### src/core/iev_pkg.sv
/*
  Constants of the interrupt enable and vectoring block: enable register
  address and fields, source order numbers, vector spacing.
  Assumes a single 40 MHz system clock shared with the core.
*/
package iev_pkg;
  localparam int          IEV_NSRC        = 19;
  localparam logic [7:0]  IEV_ENABLE_ADDR = 8'hA8;
  localparam logic [7:0]  IEV_ENABLE_RST  = 8'h00;
  localparam int          IEV_GATE_BIT    = 7;
  localparam int          IEV_SPI_BIT     = 6;
  localparam int          IEV_TMR2_BIT    = 5;
  localparam int          IEV_UART_BIT    = 4;
  localparam int          IEV_TMR1_BIT    = 3;
  localparam int          IEV_EXT1_BIT    = 2;
  localparam int          IEV_TMR0_BIT    = 1;
  localparam int          IEV_EXT0_BIT    = 0;
  localparam logic [15:0] IEV_VECTOR_BASE = 16'h0003;
  localparam logic [15:0] IEV_VECTOR_STEP = 16'h0008;
  localparam int          IEV_ORDER_CONV  = 10;
  localparam int          IEV_ORDER_WARN  = 15;
  localparam int          IEV_SYNC_W      = 4;
  // Sources whose flag hardware clears when the core vectors (orders 0..3)
  localparam logic [18:0] IEV_HW_CLEAR    = 19'h0000F;
  localparam logic [15:0] IEV_VEC_RST     = 16'h0000;
  localparam logic [4:0]  IEV_ORDER_RST   = 5'h00;
endpackage : iev_pkg

### src/core/iev_ctrl.sv
/*
  Interrupt enable register, request gating, two-level priority arbitration and
  vector generation for the core.
  Assumes the core reaches the enable register over its SFR port, and that
  extended enables and priority bits come from neighbouring registers.
*/
module iev_ctrl (
  input  wire logic                        ref_clk,
  input  wire logic                        reset_n,
  input  wire logic                        clk_en,
  // SFR port
  input  wire logic [7:0]                  sfr_addr,
  input  wire logic                        sfr_wr,
  input  wire logic                        sfr_rd,
  input  wire logic [7:0]                  sfr_wdata,
  input  wire logic                        sfr_bit_wr,
  input  wire logic [7:0]                  sfr_bit_addr,
  input  wire logic                        sfr_bit_val,
  output logic      [7:0]                  sfr_rdata,
  // Pending flags
  input  wire logic                        ext_line_zero,
  input  wire logic                        ext_line_one,
  input  wire logic                        timer_zero_overflow,
  input  wire logic                        timer_one_overflow,
  input  wire logic                        uart_first_flag,
  input  wire logic                        timer_two_low_overflow,
  input  wire logic                        timer_two_high_overflow,
  input  wire logic                        spi_first_flag,
  input  wire logic                        rtc_alarm_flag,
  input  wire logic                        conversion_done_flag,
  input  wire logic                        core_supply_ok,
  input  wire logic                        battery_supply_ok,
  input  wire logic                        rtc_osc_fail_flag,
  input  wire logic [7:0]                  other_flags,
  // Extended enables and priorities
  input  wire logic [10:0]                 ext_irq_enable,
  input  wire logic                        supply_warn_irq_mask,
  input  wire logic [iev_pkg::IEV_NSRC-1:0] irq_priority_high,
  // Core side
  input  wire logic                        vector_ack,
  output logic                             irq_req,
  output logic      [15:0]                 irq_vector,
  output logic      [4:0]                  irq_order,
  output logic      [iev_pkg::IEV_NSRC-1:0] hw_clear
);
  import iev_pkg::*;

  typedef struct packed {
    logic [7:0]          interrupt_enable_primary;
    logic [7:0]          rdata;
    logic                req;
    logic [15:0]         vector;
    logic [4:0]          order;
    logic [IEV_NSRC-1:0] clear;
  } iev_state_t;

  iev_state_t st;
  iev_state_t next_st;

  logic [IEV_SYNC_W-1:0] pin_sync;
  logic [IEV_NSRC-1:0]   pend;
  logic [IEV_NSRC-1:0]   en;
  logic [IEV_NSRC-1:0]   req;

  iev_sync #(.W(IEV_SYNC_W)) u_sync (
    .ref_clk  (ref_clk),
    .reset_n  (reset_n),
    .clk_en   (clk_en),
    .async_in ({battery_supply_ok, core_supply_ok, ext_line_one, ext_line_zero}),
    .sync_out (pin_sync)
  );

  wire logic [7:0] ie = st.interrupt_enable_primary;
  wire logic supply_warn = ~pin_sync[2] | ~pin_sync[3];

  // Alarm, conversion and osc-fail flags are passed through, never cleared
  assign pend = {other_flags[7], rtc_osc_fail_flag, other_flags[6], supply_warn,
                 other_flags[5:2], conversion_done_flag, other_flags[1],
                 rtc_alarm_flag, other_flags[0], spi_first_flag,
                 timer_two_low_overflow | timer_two_high_overflow,
                 uart_first_flag, timer_one_overflow, pin_sync[1],
                 timer_zero_overflow, pin_sync[0]};

  assign en = {ext_irq_enable[10:8], supply_warn_irq_mask,
               ext_irq_enable[7:0],
               ie[IEV_SPI_BIT],
               ie[IEV_TMR2_BIT],
               ie[IEV_UART_BIT],
               ie[IEV_TMR1_BIT],
               ie[IEV_EXT1_BIT],
               ie[IEV_TMR0_BIT],
               ie[IEV_EXT0_BIT]};

  // Flags are not consumed while gated, so they stay pending
  assign req = pend & en & {IEV_NSRC{ie[IEV_GATE_BIT]}};

  always_comb begin
    logic       hit_hi;
    logic       hit_lo;
    logic [4:0] win_hi;
    logic [4:0] win_lo;
    logic [4:0] win;
    hit_hi  = 1'b0;
    hit_lo  = 1'b0;
    win_hi  = IEV_ORDER_RST;
    win_lo  = IEV_ORDER_RST;
    win     = IEV_ORDER_RST;
    next_st = st;
    // Scan downward so the lowest order is left standing
    for (int i = IEV_NSRC - 1; i >= 0; i--) begin
      if (req[i] && irq_priority_high[i]) begin
        hit_hi = 1'b1;
        win_hi = 5'(i);
      end
      if (req[i] && !irq_priority_high[i]) begin
        hit_lo = 1'b1;
        win_lo = 5'(i);
      end
    end
    win = hit_hi ? win_hi : win_lo;
    next_st.req    = hit_hi | hit_lo;
    next_st.order  = win;
    next_st.vector = (hit_hi | hit_lo) ?
                     IEV_VECTOR_BASE + 16'(IEV_VECTOR_STEP * {11'h000, win}) :
                     IEV_VEC_RST;
    // Only orders 0..3 are cleared when the core takes the vector
    next_st.clear = '0;
    if (vector_ack && st.req) begin
      next_st.clear = IEV_HW_CLEAR & (19'h00001 << st.order);
    end
    if (sfr_wr && sfr_addr == IEV_ENABLE_ADDR) begin
      next_st.interrupt_enable_primary = sfr_wdata;
    end
    if (sfr_bit_wr && sfr_bit_addr[7:3] == IEV_ENABLE_ADDR[7:3]) begin
      next_st.interrupt_enable_primary[sfr_bit_addr[2:0]] = sfr_bit_val;
    end
    next_st.rdata = (sfr_rd && sfr_addr == IEV_ENABLE_ADDR) ? ie : 8'h00;
  end

  always_ff @(posedge ref_clk or negedge reset_n) begin
    if (!reset_n) begin
      st                          <= '0;
      st.interrupt_enable_primary <= IEV_ENABLE_RST;
      st.vector                   <= IEV_VEC_RST;
      st.order                    <= IEV_ORDER_RST;
    end else if (clk_en) begin
      st <= next_st;
    end
  end

  assign sfr_rdata  = st.rdata;
  assign irq_req    = st.req;
  assign irq_vector = st.vector;
  assign irq_order  = st.order;
  assign hw_clear   = st.clear;
endmodule : iev_ctrl

### src/core/iev_sync.sv
/*
  Three-stage input synchroniser with agreement filter, one per bit.
  Assumes inputs come from pins or analog monitors outside ref_clk.
*/
module iev_sync #(
  parameter int W = 4
) (
  input  wire logic         ref_clk,
  input  wire logic         reset_n,
  input  wire logic         clk_en,
  input  wire logic [W-1:0] async_in,
  output logic      [W-1:0] sync_out
);
  typedef struct packed {
    logic [W-1:0] s1;
    logic [W-1:0] s2;
    logic [W-1:0] s3;
    logic [W-1:0] q;
  } iev_sync_state_t;

  iev_sync_state_t st;
  iev_sync_state_t next_st;

  always_comb begin
    next_st    = st;
    next_st.s1 = async_in;
    next_st.s2 = st.s1;
    next_st.s3 = st.s2;
    for (int i = 0; i < W; i++) begin
      if (st.s2[i] == st.s3[i]) begin
        next_st.q[i] = st.s3[i];
      end
    end
  end

  always_ff @(posedge ref_clk or negedge reset_n) begin
    if (!reset_n) begin
      st <= '0;
    end else if (clk_en) begin
      st <= next_st;
    end
  end

  assign sync_out = st.q;
endmodule : iev_sync

### config.mk
export PLATFORM = sky130hd
export DESIGN_NAME = iev_ctrl
export DESIGN_NICKNAME = d
export VERILOG_FILES = /design/src/core/iev_pkg.sv /design/src/core/iev_ctrl.sv /design/src/core/iev_sync.sv
export SDC_FILE = /design/constraint.sdc
export NUM_CORES = 1
export LEC_CHECK = 0
export ABC_CLOCK_PERIOD_IN_PS = 2850
export BUFFER_PORTS_ARGS = -buffer_cell sky130_fd_sc_hd__buf_2
export CAP_MARGIN = 20
export CORE_MARGIN = 2
export CORE_UTILIZATION = 49
export CTS_BUF_LIST = sky130_fd_sc_hd__clkbuf_2 sky130_fd_sc_hd__clkbuf_4 sky130_fd_sc_hd__clkbuf_8
export DETAILED_ROUTE_END_ITERATION = 8
export PLACE_DENSITY = 0.79
export SLEW_MARGIN = 20
export SYNTH_ARGS = -nofsm -noshare
export SYNTH_HDL_FRONTEND = slang
export SYNTH_SLANG_ARGS = --single-unit
### constraint.sdc
create_clock -name ref_clk -period 2.85 [get_ports ref_clk]
set_clock_uncertainty 0.2 [all_clocks]
set_input_delay 0.1425 -clock ref_clk [delete_from_list [all_inputs] [get_ports ref_clk]]
set_output_delay 0.1425 -clock ref_clk [all_outputs]
set_load 0.02 [all_outputs]
==> summary.txt, run 1 <==
Placed design
  – IO buf count: 108
  – Worst slack at placement: roughly 220 ps
  – Post-DP HPWL: 5.82 mm
  – Final Wtd Congestion: roughly 0.89
  – Placed Cells: between 500 and 600

Critical path
  – Critical Setup Path Class: flop to flop
  – Worst path slowest cell: or4_1
  – CP Cell Sequence: and4b_4 > or4_1 > or4_4 > o31ai_2 > nand3_1 > o21ai_1
  – CP max stage delay: 550 ps
  – Setup crit end kind: flop
  – Critical path arrival: roughly 2500 ps
  – Critical Path Source Type: flop
  – Worst reg2reg startpoint: ie[7]$_DFFE_PN0P_
  – Critical Path Start: ie[7]$_DFFE_PN0P_
  – Critical-path maximum fanout: 10
  – WP data required: about 2900 ps

STA
  – Tmin final: about 2500 ps
  – Tightest Pin Transition: between 600 and 700 ps
  – Max-slew violations: 0
  – Post-Route Setup TNS: 0 ps
  – Final setup vio count: 0
  – Fin crit share: 0.871
  – Final Hold Fails: 0
  – Worst hold slack: between 40 and 50 ps
  – Post-route worst setup slack: 368 ps
  – RSZ-0062 raised after global routing: false
  – Highest achievable clock rate: a little over 400 MHz
  – Worst slew margin: 0.591

Run
  – Maxcap violations: 0

Finish
  – Share of cells above drive strength 1: 0.291
  – Nets@finish: 530
  – Layout area overhead: 20.9%
  – Fillcell total: ~550
  – # diodes: 0
  – Final Non-Filler Cells: 522

Yosys
  – Cell taking the most area after synthesis: dfrtp_1
  – Most common cell in the netlist: dfrtp_1
  – Post-Syn Area: 3020 sq um
  – Post-synth top area share: 0.389
  – Synth cell count leaders: dfrtp_1, nand2_1, o21ai_0
  – Synth Flop Type: dfrtp_1
  – Synth unique cells: 48
  – Register area share after synthesis: 0.389
  – Synth Instances: roughly 340
  – Mean area per synthesized cell: just under 9 sq um
  – Ranking of synthesized cells by area: dfrtp_1, buf_4, o21ai_0
  – Yosys reg bits: 47
  – Ys async rst share: 1.00
  – Synth warnings: 0
  – Number of synthesized flops with an enable pin: 0

Global route
  – Total grt overflow: 0
  – Number of global-route vias before repair: 2,688
  – Initial antenna violation count: 0
  – Pin count of the biggest net entering global routing: 52
  – All-Layer GR Usage: 0.221
  – First-pass GRT wire length: about 12 mm

Pwr
  – Worst IR Drop VDD: ~0.00026 V
  – Pwr Density: about 420 nW/um^2
  – Leakage power: roughly 1.8 nW
  – Power Total: 1.54 mW

Drt
  – DRC violations left: 0
  – Wirelength, routed: approximately 7.3 mm
  – Vias: slightly below 3,000
  – DR WL/cell: approximately 14 um
  – 1st-iter DRT viols: roughly 120
  – DR pass1 iterations: 4
  – Final ANT Viol Nets: 0
  – Routed vias/inst: between 5 and 6

Floorplan
  – I/O Pins: between 100 and 150
  – Area of the die: a little under 7000 sq um
  – Starting Density: 0.507
  – Die Ht: ~83 um
  – Row count: 28
  – Die width: about 83 um
  – Core ar.: just under 6000 sq um

Clock tree
  – Num CTS Buffers: 5
  – CTS H-tree depth: 2
  – Clock Latency Late Sink: ~300 ps
  – CTS tree: yes
  – Clock Path Buffers: 2
  – CTS Sinks: 47
  – CTS clk-pin slew, worst paths: roughly 80 ps
  – Clock Root Buffer: clkbuf_8

Worst hold path
  – HP Start: sfr_wdata[3]
  – Hold WC Path Type: input pin to flop

Outcome
  – Status: completed
## worst paths after layout
| check | slack [ps] | depth (start not counted) | end |
|---|---|---|---|
| worst max-delay path | 370 | 6 | irq_vector[6]$_DFFE_PN0P_ |
| worst min-delay path | 40 | 4 | ie[3]$_DFFE_PN0P_ |
| worst max register to register | 370 | 6 | irq_vector[6]$_DFFE_PN0P_ |
| worst min register to register | 300 | 1 | hw_clear[1]$_DFFE_PN0P_ |
| max in group asynchronous | 1880 | 2 | sfr_rdata[5]$_DFFE_PN0P_ |
| min in group asynchronous | 170 | 2 | hw_clear[2]$_DFFE_PN0P_ |
## cell usage in the layout (no fill, tap or decap), types with 3 or more instances in the layout
master,instances
dlygate4sd3_1,5
nand2_1,37
nand4b_1,9
o2bb2ai_1,5
and3_1,3
nor2_1,18
and4_1,4
a21oi_1,7
nand4_1,21
o21a_1,4
clkbuf_8,6
o21ai_0,33
a31oi_1,4
inv_1,12
buf_2,107
and4b_1,11
dfrtp_1,47
nand3_1,6
o21ai_1,5
mux2_2,8
nor3_1,11
a22o_1,16
nand2b_1,5
buf_4,3
o211ai_1,6
conb_1,24
## registers in the layout, indices dropped and copies added (netlist names)
signal and flops:
ie 8, irq_order 5, sfr_rdata 8, u_sync.st 4
irq_vector 6, u_sync.next_st 8, u_sync.sync_out 4, hw_clear 4
## layer usage
| metal | global-route usage | part of all wire | vias to the layer above |
|---|---|---|---|
| met5 | 0 | 0 | - |
| met4 | 0.0574 | 0.012 | 0 |
| met3 | 0.0326 | 0.058 | 11 |
| met2 | 0.393 | 0.50 | 114 |
| met1 | 0.282 | 0.43 | 1357 |
| li1 | - | - | 1451 |
## cell type report
class,count,area (sq um),area share
clock buffers,6,82.6,0.0226
clock inverters,2,16.3,0.00445
inverters,12,45.0,0.0123
multi-input cells,265,1630,0.447
flip-flops and latches,47,1180,0.322
well taps,75,93.8,0.0257
repair buffers,115,608,0.166
## critical path: cells and delay by family (launching register included)
family             cells  cell delay, ps
AOI/OAI and AO/OA      2             320
DFF                    1             490
and+or+nand+nor        4            1410
## what timing repair did
item / in CTS / in global routing
hold buffers: 5 / 0
hold endpoints to repair: 51 / 0
setup endpoints to repair: 0 / 4
buffers inserted: 0 / 0
gates resized for setup: 0 / 1
## cells by family after synthesis
kind of cell,share of synthesized area
muxes,0.0298
other,0.00124
AOI/OAI and AO/OA,0.210
DFF,0.389
and+or+nand+nor,0.269
buffers and inverters,0.101
## per-stage QoR
stage | utilization | instance area (sq um)
final | 0.613 | 3650
after global placement | 0.587 | 3500
after global routing | 0.613 | 3650
after detailed placement | 0.587 | 3500
after floorplan | - | 3110
after CTS | 0.612 | 3650
## power by group
part,switching [mW],total [mW],internal [mW]
clock,0.221,0.419,0.198
sequential,0.0558,0.792,0.736
combinational,0.195,0.329,0.133
No activity file was read; power rests on OpenSTA's default activity.
==> run 2, diff against run 1 <==
Settings changed: CORE_UTILIZATION 49 to 48, CTS_BUF_LIST sky130_fd_sc_hd__clkbuf_2 sky130_fd_sc_hd__clkbuf_4 sky130_fd_sc_hd__clkbuf_8 to unset, PLACE_DENSITY 0.79 to 0.8, SETUP_SLACK_MARGIN set to 0.1.
==> run 2 against run 1 <==
Against the previous run:
- core utilization down 0.25 points
- maximum frequency is 0.41% higher
- highest routed layer unchanged
- design area increased by 0.17%
- wire length increased by 0.19%
- hold slack lost 9.8 ps
- sequential share of layout area fell by 0.055 points
- flip-flop and latch count is the same
- worst setup slack gained 10 ps
- largest cell class unchanged
- critical path type unchanged
- clock power increased by 1%
==> summary.txt, run 2 (synthesis results as in run 1) <==
Finish
  – Commonest non-fill, non-tap cells in the layout: buf_2, dfrtp_1, nand2_1
  – Final Non-Filler Cells: approximately 520
  – # diodes: 0
  – Commonest non-fill, non-tap cell in the layout: buf_2
  – Layout area overhead: 21.1%
  – Nets@finish: 530
  – Share of cells above drive strength 1: 0.293

Critical path
  – R2R depth: 7
  – Worst path slowest cell: dfrtp_1
  – WP data required: slightly below 3000 ps
  – Levels on crit path: 7
  – Bufs and invs on worst path: 1
  – Top delay family on crit path: compound AO/OA/AOI/OAI gates
  – Critical Setup Path Class: flop to flop
  – CP max stage delay: about 480 ps
  – Worst R2R Setup Slack: between 300 and 400 ps
  – Critical path arrival: 2520 ps
  – Critical-path maximum fanout: 35
  – Setup crit end kind: flop
  – CP Cell Sequence: buf_4 > o2111ai_1 > nand4_1 > nor4_1 > nand2_1 > o311ai_1 > o21a_1
  – Critical Path Source Type: flop

Clock tree
  – CTS tree: yes
  – Clock Path Buffers: 2
  – CTS H-tree depth: 2
  – Num CTS Buffers: 5
  – Clock Root Buffer: clkbuf_8
  – CTS Sinks: 47
  – Clock Latency Late Sink: around 300 ps
  – CTS clk-pin slew, worst paths: approximately 90 ps

Global route
  – Initial antenna violation count: 0
  – First-pass GRT wire length: 12.0 mm
  – Total grt overflow: 0
  – All-Layer GR Usage: 0.206
  – Pin count of the biggest net entering global routing: between 40 and 50
  – Number of global-route vias before repair: about 2,800

Placed design
  – Post-DP HPWL: roughly 5.8 mm
  – Placed Cells: roughly 510
  – Final Wtd Congestion: about 0.9
  – IO buf count: approximately 110

Floorplan
  – Area of the die: 6950 sq um
  – Starting Density: 0.504
  – I/O Pins: 133
  – Die width: roughly 83 um
  – Row count: 28
  – Core ar.: between 5000 and 6000 sq um
  – Die Ht: about 83 um

STA
  – RSZ-0062 raised after global routing: false
  – Final setup vio count: 0
  – Post-Route Setup TNS: 0 ps
  – Fin crit share: 0.867
  – Worst slew margin: 0.554
  – Final Hold Fails: 0
  – Tmin final: about 2500 ps
  – Tightest Pin Transition: 668 ps
  – Max-slew violations: 0
  – Highest achievable clock rate: 405 MHz

Pwr
  – Leakage power: ~1.8 nW
  – Worst IR Drop VDD: 0.000255 V
  – Flop pwr share: 0.512
  – Logic pwr share: 0.213
  – Power Total: around 1.5 mW
  – Pwr Density: roughly 420 nW/um^2
  – P_int: around 1.1 mW
  – Switching part of the total: 0.308
  – Net switching power: approximately 0.48 mW
  – Clock Power Share: 0.275

Drt
  – DRC violations left: 0
  – Wirelength, routed: 7.31 mm
  – Routed vias/inst: 5.70
  – Final ANT Viol Nets: 0
  – DR pass1 iterations: 4
  – 1st-iter DRT viols: ~160
  – Vias: between 2,000 and 3,000
  – DR WL/cell: roughly 14 um

Outcome
  – Status: completed

Worst hold path
  – Hold Crit Depth: 4
  – Hold WC Path Type: input pin to flop

Run
  – Maxcap violations: 0
-- run 2: changes by cell type in the layout (fill, tap and decap cells not counted) --
| cell | change |
|---|---|
| nor4_1 | -1 |
| nor4_2 | +1 |
-- run 2: worst register-to-register path: stages (launching register included) --
cell and delay (ps):
dfrtp_1 480, buf_4 280, o2111ai_1 230, nand4_1 210, nor4_1 300, nand2_1 170
o311ai_1 380, o21a_1 180
-- run 2: layout make-up --
type                    count  area [sq um]
inverters                  12          45.0
clock buffers               6          82.6
fillers                   532          2330
well taps                  75          93.8
repair buffers            115           608
multi-input cells         265          1640
clock inverters             2          16.3
flip-flops and latches     47          1180
-- run 2: metrics by stage --
step	area, sq um	util	hold WS (ps)	worst slack (ps)
6_report	3660	0.611	33.9	379
5_1_grt	3660	0.611	57.4	120
4_1_cts	3650	0.609	32.9	259
3_5_place_dp	3500	0.584	160	275
3_3_place_gp	3500	0.584	152	413
2_1_floorplan	3110	-	-353	635
-- run 2: routing by layer --
layer  GRT usage  routed length, um
met1       0.250               3110
met2       0.362               3590
met3      0.0497                526
met4      0.0611                 83
met5           0                  0
-- run 2: power groups by stage --
stage,Clock [mW],Combinational [mW],Sequential [mW]
floorplan,0,0.201,0.810
global placement,0,0.311,0.799
detailed placement,0,0.321,0.804
CTS,0.435,0.328,0.791
global route,0.460,0.366,0.803
finish,0.425,0.329,0.790
-- run 2: path summary, 6_finish.rpt --
path | start | end
setup / recovery | ie[7]$_DFFE_PN0P_ | irq_order[2]$_DFFE_PN0P_
hold / removal | sfr_wdata[5] | ie[5]$_DFFE_PN0P_
setup reg to reg | ie[7]$_DFFE_PN0P_ | irq_order[2]$_DFFE_PN0P_
hold reg to reg | hw_clear[2]$_DFFE_PN0P_ | hw_clear[2]$_DFFE_PN0P_
max in group asynchronous | reset_n | sfr_rdata[7]$_DFFE_PN0P_
min in group asynchronous | reset_n | hw_clear[2]$_DFFE_PN0P_
-- run 2: what timing repair did --
| action | 4_1_cts | 5_1_grt |
|---|---|---|
| endpoints found under the hold margin | 51 | 0 |
| setup endpoints to repair | 0 | 4 |
| gates resized for setup | 0 | 2 |
| buffers inserted | 0 | 0 |
| hold buffers | 5 | 0 |
